`config.mk`:
```
export PLATFORM = sky130hd
export DESIGN_NAME = ipr_regs
export DESIGN_NICKNAME = d
export VERILOG_FILES = /design/src/ipr_pkg.sv /design/src/ipr_regs.sv
export SDC_FILE = /design/constraint.sdc
export NUM_CORES = 1
export LEC_CHECK = 0
export ABC_AREA = 1
export BUFFER_PORTS_ARGS = -buffer_cell sky130_fd_sc_hd__buf_2
export CORE_MARGIN = 5
export CORE_UTILIZATION = 52
export DETAILED_ROUTE_END_ITERATION = 12
export PLACE_DENSITY = 0.89
export RECOVER_POWER = 100
export REMOVE_ABC_BUFFERS = 1
export SLEW_MARGIN = 20
export SYNTH_ARGS = -nofsm -noshare
export SYNTH_HDL_FRONTEND = slang
export SYNTH_SLANG_ARGS = --single-unit
```
`constraint.sdc`:
```
create_clock -name clk_in -period 2.2 [get_ports clk_in]
set_input_delay 0.11 -clock clk_in [delete_from_list [all_inputs] [get_ports clk_in]]
set_output_delay 0.11 -clock clk_in [all_outputs]
set_load 0.1 [all_outputs]
```
`src/ipr_pkg.sv`:
```
package ipr_pkg;
   localparam int unsigned AW = 6;
   localparam logic [5:0] OFF_PC10 = 6'h00;
   localparam logic [5:0] OFF_PC11 = 6'h04;
   localparam logic [5:0] OFF_PC12 = 6'h08;
   localparam logic [5:0] OFF_PC13 = 6'h0C;
   localparam logic [5:0] OFF_PC15 = 6'h10;
   localparam logic [5:0] OFF_PC16 = 6'h14;
   localparam logic [5:0] OFF_PC18 = 6'h18;
   localparam logic [5:0] OFF_PC19 = 6'h1C;
   localparam int unsigned NREG = 8;
   localparam logic [2:0] PRIO_RESET = 3'h4;
   localparam logic [2:0] PRIO_OFF = 3'h0;
   localparam logic [2:0] PRIO_MAX = 3'h7;
   localparam logic [2:0] PRIO_MIN = 3'h1;
   // implemented bit masks per register, index order 10..19
   localparam logic [15:0] MASK_PC10 = 16'h7777;
   localparam logic [15:0] MASK_PC11 = 16'h0077;
   localparam logic [15:0] MASK_PC12 = 16'h0770;
   localparam logic [15:0] MASK_PC13 = 16'h0770;
   localparam logic [15:0] MASK_PC15 = 16'h0700;
   localparam logic [15:0] MASK_PC16 = 16'h7770;
   localparam logic [15:0] MASK_PC18 = 16'h0007;
   localparam logic [15:0] MASK_PC19 = 16'h0070;
   // every field resets to 100
   localparam logic [15:0] RST_PC10 = 16'h4444;
   localparam logic [15:0] RST_PC11 = 16'h0044;
   localparam logic [15:0] RST_PC12 = 16'h0440;
   localparam logic [15:0] RST_PC13 = 16'h0440;
   localparam logic [15:0] RST_PC15 = 16'h0400;
   localparam logic [15:0] RST_PC16 = 16'h4440;
   localparam logic [15:0] RST_PC18 = 16'h0004;
   localparam logic [15:0] RST_PC19 = 16'h0040;
   localparam int unsigned LSB_HI = 12;
   localparam int unsigned LSB_MH = 8;
   localparam int unsigned LSB_ML = 4;
   localparam int unsigned LSB_LO = 0;
   localparam logic [1:0] RESP_OKAY = 2'h0;
   localparam logic [1:0] RESP_SLVERR = 2'h2;
   typedef struct packed {
      logic [2:0] compare7;
      logic [2:0] compare6;
      logic [2:0] compare5;
      logic [2:0] capture6;
      logic [2:0] parallel_port;
      logic [2:0] compare8;
      logic [2:0] i2c2_master;
      logic [2:0] i2c2_slave;
      logic [2:0] ext_irq4;
      logic [2:0] ext_irq3;
      logic [2:0] calendar_clock;
      logic [2:0] checksum_error;
      logic [2:0] uart2_error;
      logic [2:0] uart1_error;
      logic [2:0] low_voltage;
      logic [2:0] charge_time_unit;
   } ipr_prio_t;
   typedef struct packed {
      logic [15:0] en;
   } ipr_en_t;
endpackage

```
`src/ipr_regs.sv`:
```
// Added by the designer: register access over AXI4-Lite and the register offsets.
`timescale 1ns/1ns
module ipr_regs (
   input wire logic clk_in,
   input wire logic rst_in,
   input wire logic [5:0] s_axi_awaddr_in,
   input wire logic s_axi_awvalid_in,
   output logic s_axi_awready_out,
   input wire logic [31:0] s_axi_wdata_in,
   input wire logic [3:0] s_axi_wstrb_in,
   input wire logic s_axi_wvalid_in,
   output logic s_axi_wready_out,
   output logic [1:0] s_axi_bresp_out,
   output logic s_axi_bvalid_out,
   input wire logic s_axi_bready_in,
   input wire logic [5:0] s_axi_araddr_in,
   input wire logic s_axi_arvalid_in,
   output logic s_axi_arready_out,
   output logic [31:0] s_axi_rdata_out,
   output logic [1:0] s_axi_rresp_out,
   output logic s_axi_rvalid_out,
   input wire logic s_axi_rready_in,
   output ipr_pkg::ipr_prio_t prio_out,
   output logic [15:0] src_enable_out
);
   function automatic logic [2:0] reg_idx(input logic [5:0] a);
      reg_idx = a[4:2];
   endfunction
   function automatic logic addr_ok(input logic [5:0] a);
      addr_ok = (a[5] == 1'b0) && (a[1:0] == 2'h0);
   endfunction
   function automatic logic [15:0] reg_mask(input logic [2:0] i);
      unique case (i)
         3'h0: reg_mask = ipr_pkg::MASK_PC10;
         3'h1: reg_mask = ipr_pkg::MASK_PC11;
         3'h2: reg_mask = ipr_pkg::MASK_PC12;
         3'h3: reg_mask = ipr_pkg::MASK_PC13;
         3'h4: reg_mask = ipr_pkg::MASK_PC15;
         3'h5: reg_mask = ipr_pkg::MASK_PC16;
         3'h6: reg_mask = ipr_pkg::MASK_PC18;
         3'h7: reg_mask = ipr_pkg::MASK_PC19;
      endcase
   endfunction
   function automatic logic [15:0] reg_rst(input logic [2:0] i);
      unique case (i)
         3'h0: reg_rst = ipr_pkg::RST_PC10;
         3'h1: reg_rst = ipr_pkg::RST_PC11;
         3'h2: reg_rst = ipr_pkg::RST_PC12;
         3'h3: reg_rst = ipr_pkg::RST_PC13;
         3'h4: reg_rst = ipr_pkg::RST_PC15;
         3'h5: reg_rst = ipr_pkg::RST_PC16;
         3'h6: reg_rst = ipr_pkg::RST_PC18;
         3'h7: reg_rst = ipr_pkg::RST_PC19;
      endcase
   endfunction
   function automatic logic [2:0] fld(input logic [15:0] r,
                                      input int unsigned lsb);
      fld = r[lsb +: 3];
   endfunction
   // a source is enabled whenever its code is not 000
   function automatic logic live(input logic [2:0] p);
      live = (p != ipr_pkg::PRIO_OFF);
   endfunction

   logic [15:0] regs_r [ipr_pkg::NREG];
   logic [5:0] aw_addr_r;
   logic aw_have_r;
   logic [31:0] w_data_r;
   logic [3:0] w_strb_r;
   logic w_have_r;
   logic bvalid_r;
   logic [1:0] bresp_r;
   logic rvalid_r;
   logic [1:0] rresp_r;
   logic [31:0] rdata_r;
   ipr_pkg::ipr_prio_t prio_r;
   logic [15:0] en_r;
   logic awready_r;
   logic wready_r;
   logic arready_r;
   logic run_prev_r;

   wire aw_take = s_axi_awvalid_in && awready_r;
   wire w_take = s_axi_wvalid_in && wready_r;
   wire do_write = aw_have_r && w_have_r && !bvalid_r;
   wire [2:0] w_idx = reg_idx(aw_addr_r);
   wire w_ok = addr_ok(aw_addr_r);
   wire [15:0] lane_mask = {{8{w_strb_r[1]}}, {8{w_strb_r[0]}}};
   wire [15:0] w_bits = lane_mask & reg_mask(w_idx);
   wire ar_take = s_axi_arvalid_in && arready_r;
   wire [2:0] r_idx = reg_idx(s_axi_araddr_in);
   wire r_ok = addr_ok(s_axi_araddr_in);
   wire [15:0] r_word = regs_r[r_idx] & reg_mask(r_idx);

   // readies are flops, so their next state is worked out here
   wire aw_full_nxt = !do_write && (aw_have_r || aw_take);
   wire w_full_nxt = !do_write && (w_have_r || w_take);
   wire b_busy_nxt = do_write || (bvalid_r && !s_axi_bready_in);
   wire r_busy_nxt = ar_take || (rvalid_r && !s_axi_rready_in);

   // write path: aw and w latch independently, response after both
   always_ff @(posedge clk_in) begin
      if (rst_in) begin
         aw_have_r <= 1'b0;
         w_have_r <= 1'b0;
         aw_addr_r <= 6'h00;
         w_data_r <= 32'h0000_0000;
         w_strb_r <= 4'h0;
         bvalid_r <= 1'b0;
         bresp_r <= ipr_pkg::RESP_OKAY;
      end else begin
         if (aw_take) begin
            aw_have_r <= 1'b1;
            aw_addr_r <= s_axi_awaddr_in;
         end
         if (w_take) begin
            w_have_r <= 1'b1;
            w_data_r <= s_axi_wdata_in;
            w_strb_r <= s_axi_wstrb_in;
         end
         if (do_write) begin
            aw_have_r <= 1'b0;
            w_have_r <= 1'b0;
            bvalid_r <= 1'b1;
            bresp_r <= w_ok ? ipr_pkg::RESP_OKAY : ipr_pkg::RESP_SLVERR;
         end else if (bvalid_r && s_axi_bready_in) begin
            bvalid_r <= 1'b0;
         end
      end
   end

   always_ff @(posedge clk_in) begin
      for (int i = 0; i < ipr_pkg::NREG; i++) begin
         if (rst_in) begin
            regs_r[i] <= reg_rst(3'(i));
         end else if (do_write && w_ok && (w_idx == 3'(i))) begin
            regs_r[i] <= (regs_r[i] & ~w_bits) |
                         (w_data_r[15:0] & w_bits);
         end
      end
   end

   always_ff @(posedge clk_in) begin
      if (rst_in) begin
         rvalid_r <= 1'b0;
         rresp_r <= ipr_pkg::RESP_OKAY;
         rdata_r <= 32'h0000_0000;
      end else if (ar_take) begin
         rvalid_r <= 1'b1;
         rresp_r <= r_ok ? ipr_pkg::RESP_OKAY : ipr_pkg::RESP_SLVERR;
         rdata_r <= r_ok ? {16'h0000, r_word} : 32'h0000_0000;
      end else if (rvalid_r && s_axi_rready_in) begin
         rvalid_r <= 1'b0;
      end
   end

   // ready flags one edge ahead, so bus outputs come from flops
   always_ff @(posedge clk_in) begin
      if (rst_in) begin
         awready_r <= 1'b1;
         wready_r <= 1'b1;
         arready_r <= 1'b1;
      end else begin
         awready_r <= !aw_full_nxt && !b_busy_nxt;
         wready_r <= !w_full_nxt && !b_busy_nxt;
         arready_r <= !r_busy_nxt;
      end
   end

   // assertion helper: high when the previous edge was out of reset
   always_ff @(posedge clk_in) begin
      run_prev_r <= !rst_in;
   end

   // field extraction; registered so outputs trail regs by one cycle
   ipr_pkg::ipr_prio_t prio_nxt;
   assign prio_nxt.compare7 = fld(regs_r[0], ipr_pkg::LSB_HI);
   assign prio_nxt.compare6 = fld(regs_r[0], ipr_pkg::LSB_MH);
   assign prio_nxt.compare5 = fld(regs_r[0], ipr_pkg::LSB_ML);
   assign prio_nxt.capture6 = fld(regs_r[0], ipr_pkg::LSB_LO);
   assign prio_nxt.parallel_port =
      fld(regs_r[1], ipr_pkg::LSB_ML);
   assign prio_nxt.compare8 = fld(regs_r[1], ipr_pkg::LSB_LO);
   assign prio_nxt.i2c2_master =
      fld(regs_r[2], ipr_pkg::LSB_MH);
   assign prio_nxt.i2c2_slave = fld(regs_r[2], ipr_pkg::LSB_ML);
   assign prio_nxt.ext_irq4 = fld(regs_r[3], ipr_pkg::LSB_MH);
   assign prio_nxt.ext_irq3 = fld(regs_r[3], ipr_pkg::LSB_ML);
   assign prio_nxt.calendar_clock =
      fld(regs_r[4], ipr_pkg::LSB_MH);
   assign prio_nxt.checksum_error =
      fld(regs_r[5], ipr_pkg::LSB_HI);
   assign prio_nxt.uart2_error =
      fld(regs_r[5], ipr_pkg::LSB_MH);
   assign prio_nxt.uart1_error =
      fld(regs_r[5], ipr_pkg::LSB_ML);
   assign prio_nxt.low_voltage =
      fld(regs_r[6], ipr_pkg::LSB_LO);
   assign prio_nxt.charge_time_unit =
      fld(regs_r[7], ipr_pkg::LSB_ML);

   // codes 001..111 pass straight through as levels 1..7
   logic [15:0] en_nxt;
   always_comb begin
      for (int k = 0; k < 16; k++) begin
         en_nxt[k] = live(prio_nxt[3*k +: 3]);
      end
   end

   always_ff @(posedge clk_in) begin
      if (rst_in) begin
         prio_r <= {16{ipr_pkg::PRIO_RESET}};
         en_r <= 16'hFFFF;
      end else begin
         prio_r <= prio_nxt;
         en_r <= en_nxt;
      end
   end

   assign s_axi_awready_out = awready_r;
   assign s_axi_wready_out = wready_r;
   assign s_axi_bvalid_out = bvalid_r;
   assign s_axi_bresp_out = bresp_r;
   assign s_axi_arready_out = arready_r;
   assign s_axi_rvalid_out = rvalid_r;
   assign s_axi_rresp_out = rresp_r;
   assign s_axi_rdata_out = rdata_r;
   assign prio_out = prio_r;
   assign src_enable_out = en_r;

   a_read_unimpl_zero: assert property (
      @(posedge clk_in) disable iff (rst_in) (ar_take && r_ok) |=>
      (rdata_r[15:0] & ~reg_mask($past(r_idx))) == 16'h0000 &&
      rdata_r[31:16] == 16'h0000)
      else $error("unimplemented bits read nonzero");
   a_read_bad_zero: assert property (
      @(posedge clk_in) disable iff (rst_in) (ar_take && !r_ok) |=>
      rdata_r == 32'h0000_0000 && rresp_r == ipr_pkg::RESP_SLVERR)
      else $error("bad read address returned data");
   a_reset_prio_four: assert property (
      @(posedge clk_in) rst_in |=>
      prio_r == {16{ipr_pkg::PRIO_RESET}} && en_r == 16'hFFFF)
      else $error("priority not four after reset");
   a_reset_regs: assert property (
      @(posedge clk_in) rst_in |=>
      regs_r[0] == ipr_pkg::RST_PC10 && regs_r[7] == ipr_pkg::RST_PC19)
      else $error("register not at reset value");
   a_disable_zero: assert property (
      @(posedge clk_in) disable iff (rst_in)
      (prio_r.low_voltage == ipr_pkg::PRIO_OFF) |-> !en_r[1])
      else $error("zero priority left source enabled");
   a_enable_min: assert property (
      @(posedge clk_in) disable iff (rst_in)
      (prio_r.compare8 >= ipr_pkg::PRIO_MIN) |-> en_r[10])
      else $error("nonzero priority not enabled");
   a_reg10_top: assert property (
      @(posedge clk_in) disable iff (rst_in) run_prev_r |->
      prio_r.compare7 == $past(regs_r[0][ipr_pkg::LSB_HI +: 3]))
      else $error("compare7 field misplaced");
   a_fld_compare6: assert property (
      @(posedge clk_in) disable iff (rst_in) run_prev_r |->
      prio_r.compare6 == $past(regs_r[0][ipr_pkg::LSB_MH +: 3]))
      else $error("compare6 field misplaced");
   a_fld_compare5: assert property (
      @(posedge clk_in) disable iff (rst_in) run_prev_r |->
      prio_r.compare5 == $past(regs_r[0][ipr_pkg::LSB_ML +: 3]))
      else $error("compare5 field misplaced");
   a_fld_capture6: assert property (
      @(posedge clk_in) disable iff (rst_in) run_prev_r |->
      prio_r.capture6 == $past(regs_r[0][ipr_pkg::LSB_LO +: 3]))
      else $error("capture6 field misplaced");
   a_fld_parallel: assert property (
      @(posedge clk_in) disable iff (rst_in) run_prev_r |->
      prio_r.parallel_port == $past(regs_r[1][ipr_pkg::LSB_ML +: 3]))
      else $error("parallel port field misplaced");
   a_fld_compare8: assert property (
      @(posedge clk_in) disable iff (rst_in) run_prev_r |->
      prio_r.compare8 == $past(regs_r[1][ipr_pkg::LSB_LO +: 3]))
      else $error("compare8 field misplaced");
   a_fld_i2c_master: assert property (
      @(posedge clk_in) disable iff (rst_in) run_prev_r |->
      prio_r.i2c2_master == $past(regs_r[2][ipr_pkg::LSB_MH +: 3]))
      else $error("i2c2 master field misplaced");
   a_fld_i2c_slave: assert property (
      @(posedge clk_in) disable iff (rst_in) run_prev_r |->
      prio_r.i2c2_slave == $past(regs_r[2][ipr_pkg::LSB_ML +: 3]))
      else $error("i2c2 slave field misplaced");
   a_fld_ext_four: assert property (
      @(posedge clk_in) disable iff (rst_in) run_prev_r |->
      prio_r.ext_irq4 == $past(regs_r[3][ipr_pkg::LSB_MH +: 3]))
      else $error("external irq 4 field misplaced");
   a_fld_ext_three: assert property (
      @(posedge clk_in) disable iff (rst_in) run_prev_r |->
      prio_r.ext_irq3 == $past(regs_r[3][ipr_pkg::LSB_ML +: 3]))
      else $error("external irq 3 field misplaced");
   a_fld_calendar: assert property (
      @(posedge clk_in) disable iff (rst_in) run_prev_r |->
      prio_r.calendar_clock == $past(regs_r[4][ipr_pkg::LSB_MH +: 3]))
      else $error("calendar clock field misplaced");
   a_fld_checksum: assert property (
      @(posedge clk_in) disable iff (rst_in) run_prev_r |->
      prio_r.checksum_error == $past(regs_r[5][ipr_pkg::LSB_HI +: 3]))
      else $error("checksum error field misplaced");
   a_fld_uart2_err: assert property (
      @(posedge clk_in) disable iff (rst_in) run_prev_r |->
      prio_r.uart2_error == $past(regs_r[5][ipr_pkg::LSB_MH +: 3]))
      else $error("uart2 error field misplaced");
   a_fld_uart1_err: assert property (
      @(posedge clk_in) disable iff (rst_in) run_prev_r |->
      prio_r.uart1_error == $past(regs_r[5][ipr_pkg::LSB_ML +: 3]))
      else $error("uart1 error field misplaced");
   a_fld_low_volt: assert property (
      @(posedge clk_in) disable iff (rst_in) run_prev_r |->
      prio_r.low_voltage == $past(regs_r[6][ipr_pkg::LSB_LO +: 3]))
      else $error("low voltage field misplaced");
   a_fld_charge_time: assert property (
      @(posedge clk_in) disable iff (rst_in) run_prev_r |->
      prio_r.charge_time_unit == $past(regs_r[7][ipr_pkg::LSB_ML +: 3]))
      else $error("charge time field misplaced");
   a_write_lands: assert property (
      @(posedge clk_in) disable iff (rst_in)
      (do_write && w_ok && w_idx == 3'h5 && w_strb_r[1]) |=> ##1
      prio_r.checksum_error == $past(w_data_r[ipr_pkg::LSB_HI +: 3], 2))
      else $error("checksum field write lost");
   a_max_level: assert property (
      @(posedge clk_in) disable iff (rst_in)
      (prio_nxt.uart1_error == ipr_pkg::PRIO_MAX) |=>
      (prio_r.uart1_error == ipr_pkg::PRIO_MAX) && en_r[2])
      else $error("level seven not passed");
   a_bresp_after: assert property (
      @(posedge clk_in) disable iff (rst_in)
      do_write |=> bvalid_r)
      else $error("write response missing");
   a_lane_kept: assert property (
      @(posedge clk_in) disable iff (rst_in)
      (do_write && w_idx == 3'h0 && !w_strb_r[1]) |=>
      $stable(regs_r[0][15:8]))
      else $error("unselected byte lane changed");
   a_bad_no_write: assert property (
      @(posedge clk_in) disable iff (rst_in)
      (do_write && !w_ok && w_idx == 3'h0) |=> $stable(regs_r[0]))
      else $error("refused write changed a register");
   a_bad_write_err: assert property (
      @(posedge clk_in) disable iff (rst_in)
      (do_write && !w_ok) |=> bresp_r == ipr_pkg::RESP_SLVERR)
      else $error("bad write address not refused");
   a_aw_ready_match: assert property (
      @(posedge clk_in) disable iff (rst_in)
      awready_r == (!aw_have_r && !bvalid_r))
      else $error("write address ready out of step");
   a_w_ready_match: assert property (
      @(posedge clk_in) disable iff (rst_in)
      wready_r == (!w_have_r && !bvalid_r))
      else $error("write data ready out of step");
   a_ar_ready_match: assert property (
      @(posedge clk_in) disable iff (rst_in)
      arready_r == !rvalid_r)
      else $error("read address ready out of step");
endmodule

```
==> After elaboration in Yosys (flattened, before gate mapping) <==
Memory sizes are Yosys's and may differ from the RTL's. A register that Yosys moved wholly into a read port is not among the register bits.
Index checks and enable logic that the tools add are counted.
W data, S select, Z words.
{ "word_totals": {"regBits": 131, "mem_bits_rw": 128, "romBits": 192, "inputBits": 55, "wordCells": 178, "memories": 3} }
{ "mem_list": {"columns": ["memory", "words", "width", "rd", "rd_ports_with_merged_regs", "wr", "line", "source"], "rows": [
  ["regs_r", 8, 16, 9, 0, 8, "ipr_regs.sv:65", "logic [15:0] regs_r [ipr_pkg::NREG];"],
  ["(no name shown)", 8, 12, 1, 0, 0, "ipr_regs.sv:33", "unique case (i)"],
  ["(no name shown)", 8, 12, 1, 1, 0, "ipr_regs.sv:33", null]
]} }
{ "classes": {"eq_ne": 7, "n_mux": 50, "n_bitwise": 30, "n_reduce_logical": 58} }
{ "ops": {"columns": ["op", "count"], "rows": [
  ["$mux W16", 16],
  ["$and A16 B16 Y16", 11],
  ["$or A16 B16 Y16", 8],
  ["$reduce_bool A3 Y1", 16],
  ["$mux W1", 30],
  ["$logic_and A1 B1 Y1", 24],
  ["$not A16 Y16", 1],
  ["$eq A3 B3 Y1 const B", 4],
  ["$logic_not A1 Y1", 8],
  ["$or A1 B1 Y1", 8],
  ["$eq A3 B2 Y1 const B", 2],
  ["$mux W3", 2],
  ["$logic_not A2 Y1", 2],
  ["$logic_or A1 B1 Y1", 4],
  ["$mux W2", 2],
  ["$reduce_bool A2 Y1", 2],
  ["$eq A3 B1 Y1 const B", 1],
  ["$logic_not A3 Y1", 1],
  ["$not A1 Y1", 2],
  ["$reduce_or A2 Y1", 1]
]} }

==> Logic depth before layout (Yosys ltp) <==
{ "depth": {"ltp_word": 8, "ltp_mapped": 8, "mapped_depth_nobuf": 8} }

==> Least setup slack after synthesis <==
Ideal clock, no wire load.
{ "synth_path": {"path_type": "flip-flop to flip-flop", "startpoint": "register bvalid_r, in the netlist s_axi_bvalid_out", "endpoint": "memory regs_r[0][0] (enable)", "setup_ps": 350, "arrival_time_ps": 1721, "required_time_ps": 1850, "path_slack_ps": 129, "path_stages_with_launch": 6, "synth_period_minus_slack_ps": 2071, "path_cell_list": "dfxtp_1 > nor3_4 > nand2_4 > nor2_8 > nand2_1 > nand2_1"} }
{ "synth_rtl": {"columns": ["element", "line", "source"], "rows": [
  ["start, declared", "ipr_regs.sv:71", "logic bvalid_r;"],
  ["start signal, assigned", "ipr_regs.sv:109", "bvalid_r <= 1'b0;"],
  ["start signal, assigned", "ipr_regs.sv:124", "bvalid_r <= 1'b1;"],
  ["start signal, assigned", "ipr_regs.sv:127", "bvalid_r <= 1'b0;"],
  ["end, declared", "ipr_regs.sv:65", null]
]} }

==> metrics.csv <==
metric,value,unit
status,finished with violations,
failing checks,"capacitance limit, slew limit",
Design Power,6.86,mW
# setup viols final,0,
Area contributors post-synth,"dfxtp_1, edfxtp_1, nand2_1, nor2_1, inv_1",
core footprint,11900,um2
Leakage,3.27,nW
vias,5029,
Boundary Pins,160,
Worst VDD drop,538,uV
Tmin final,1940,ps
ANT nets after route,0,
Clock Root Buffer,clkbuf_16,
HP Class,in2reg,
post-synthesis cell area,6240,um2
clock skew,12.7,ps
Crit path depth,7,
RR Startpoint,w_have_r,
post-synthesis area per instance,8.86,um2
Vias/cell,5.09,
Max Root-Sink Buffers,2,
WL per Instance,14.8,um
Residual DRC,0,
met1 Use GR,25.5,%
Crit Path Max Fanout,9,
HPWL Detailed,10400,um
top-count cell post-synth,nand2_1,
DR pass1 iterations,5,
I/O Buffers,115,
die area,14300,um2
Reg2Reg Capture Point,regs_r[0][2],
final worst slack,261,ps
CP max-delay cell,nand3_1,
Die X,120,um
crit share post-route,88.1,%
clk slew on worst S/H paths,60,ps
PD cells,936,nW/um2
CP max stage delay,370,ps
total gr overflow,0,
Die Y,120,um
launch point of the worst path,w_have_r,
Post-Syn Instances,704,
largest area contributor in the netlist,dfxtp_1,
"CP delay by family, top",simple AND/OR/NAND/NOR gates,
Yosys reg bits,157,
crit path DAT,2100,ps
max_cap viols,1,
htree depth,4,
Iter 0 DRT Violations,463,
clk sink count,157,
number of synthesized flops with an enable pin,48,
pre-CTS setup slack,342,ps
Slew Limit Fails,35,
initial antenna violation count,0,
"top cells by count, synth","nand2_1, dfxtp_1, nor2_1, inv_1, edfxtp_1",
n_diodes,0,
Async SR Flop Fraction,0,%
fillcell total,1032,
worst path bufs/invs,2,
post-synthesis sequential area ratio,58.1,%
final hold viol count,0,
Slew @ Worst Pin,1510,ps
RSZ-0062 raised after global routing,false,
Slew Limit Headroom,-0.390,%
GR peak layer,met2,
min-delay src,s_axi_rready_in,
routability cong.,0.876,
Starting Density,52.6,%
GR Util met2,35.0,%
final core utilization,61.8,%
Synth warnings,0,
crit path capture,regs_r[0][2],
Fmax,0.516,GHz
Layout area overhead,17.6,%
proportion of layout cells with a drive suffix above 1,10.2,%
worst endpoint required time,2360,ps
met3 GRT Util,5.33,%
fin nets,883,
kind of critical path,reg2reg,
CTS buffer count,17,
CTS tree,yes,
crit path launch type,flip-flop,
row count,40,
Worst R2R Setup Slack,260,ps
number of global-route vias before repair,4704,
worst path cell trace,"inv_2, nor3_4, nand2_4, nor2_8, nand3_1, inv_2, nand3_1",
final wirelength,14600,um
worst skew pair latency,420,ps
CP endpoint kind,flip-flop,
top_reg_cell synth,dfxtp_1,
post-synth cell types,28,
post-synth top area share,35.0,%
Reg2Reg Depth,7,
GR Util All Layers,20.4,%
first-pass GRT wire length,23200,um
largest net degree at the start of global routing,36,
## worst min-delay path by stage
stage / cells past startpoint / slack (ps) / to
2_1_floorplan: 1 / 180 / s_axi_rdata_out[0]
3_3_place_gp: 3 / 360 / w_data_r[9]
3_5_place_dp: 3 / 370 / w_strb_r[0]
4_1_cts: 4 / 20 / s_axi_rvalid_out
5_1_grt: 3 / 50 / aw_addr_r[4]
6_report: 4 / 30 / s_axi_rvalid_out
## per-stage QoR
| stage | hold slack [ps] | instance area, um2 | instances | TNS, ps |
|---|---|---|---|---|
| after detailed placement | 368 | 6780 | 939 | 0 |
| after CTS | 16.2 | 7540 | 988 | 0 |
| after global routing | 51.9 | 7330 | 988 | 0 |
| final | 26.1 | 7330 | 988 | 0 |
| after floorplan | 179 | 5980 | 671 | -34.2 |
| after global placement | 363 | 6780 | 939 | 0 |
## placed cells by master, fill, tap and decap left out, drive strengths merged, types with 17 or more instances in the layout
master,instances
buf,34
inv,95
nand3,41
clkbuf,105
dlygate4sd3,17
a21oi,51
o21ai,42
nor2,85
dfxtp,109
edfxtp,48
nand2,163
conb,22
## timing repair
action | 4_1_cts | 5_1_grt
setup buffers | 0 | 0
hold buffers | 17 | 0
hold endpoints to repair | 17 | 0
gates resized for setup | 0 | 0
## power by group
group          switching, mW  internal [mW]  total, mW
Combinational          0.717          0.142      0.858
Clock                   1.23           1.63       2.86
Sequential            0.0578           3.08       3.14
Total                   2.01           4.85       6.86
## area by class of cell
type                    instances  area, um2  share of cell area (%)
clock buffers                  18        439                    5.99
well taps                     147        184                    2.51
repair buffers                138        676                    9.22
multi-input cells             429       1950                    26.6
flip-flops and latches        157       3620                    49.4
inverters                      85        319                    4.35
clock inverters                14        144                    1.96
## per-layer routing
layer | up-vias | share of wire, %
li1 | 2454 | -
met1 | 2316 | 40
met2 | 236 | 50
met3 | 23 | 8.5
met4 | 0 | 1.8
met5 | - | 0
## flip-flops by register name (all words and copies together) (netlist names), named ones only
name and cells:
aw_addr_r 6, aw_have_r 1, prio_out 48, regs_r 48
s_axi_arready_out 1, s_axi_awready_out 1, s_axi_bresp_out 1, s_axi_bvalid_out 1
s_axi_rdata_out 12, s_axi_rresp_out 1, s_axi_rvalid_out 1, s_axi_wready_out 1
src_enable_out 16, w_data_r 12, w_have_r 1, w_strb_r 2
## cells by family after synthesis
group / Yosys count / synth area share (%)
AND/OR/NAND/NOR: 309 / 22.2
AO/OA/AOI/OAI: 98 / 9.07
other: 1 / 0.0601
buffers and inverters: 139 / 10.5
flip-flops: 157 / 58.1
## tightest hold or removal path, stage by stage
cell     delay, ps
buf_2           70
inv_1           30
a21oi_1        130
nor2_1          50
Power figures use the tool's default switching activity.
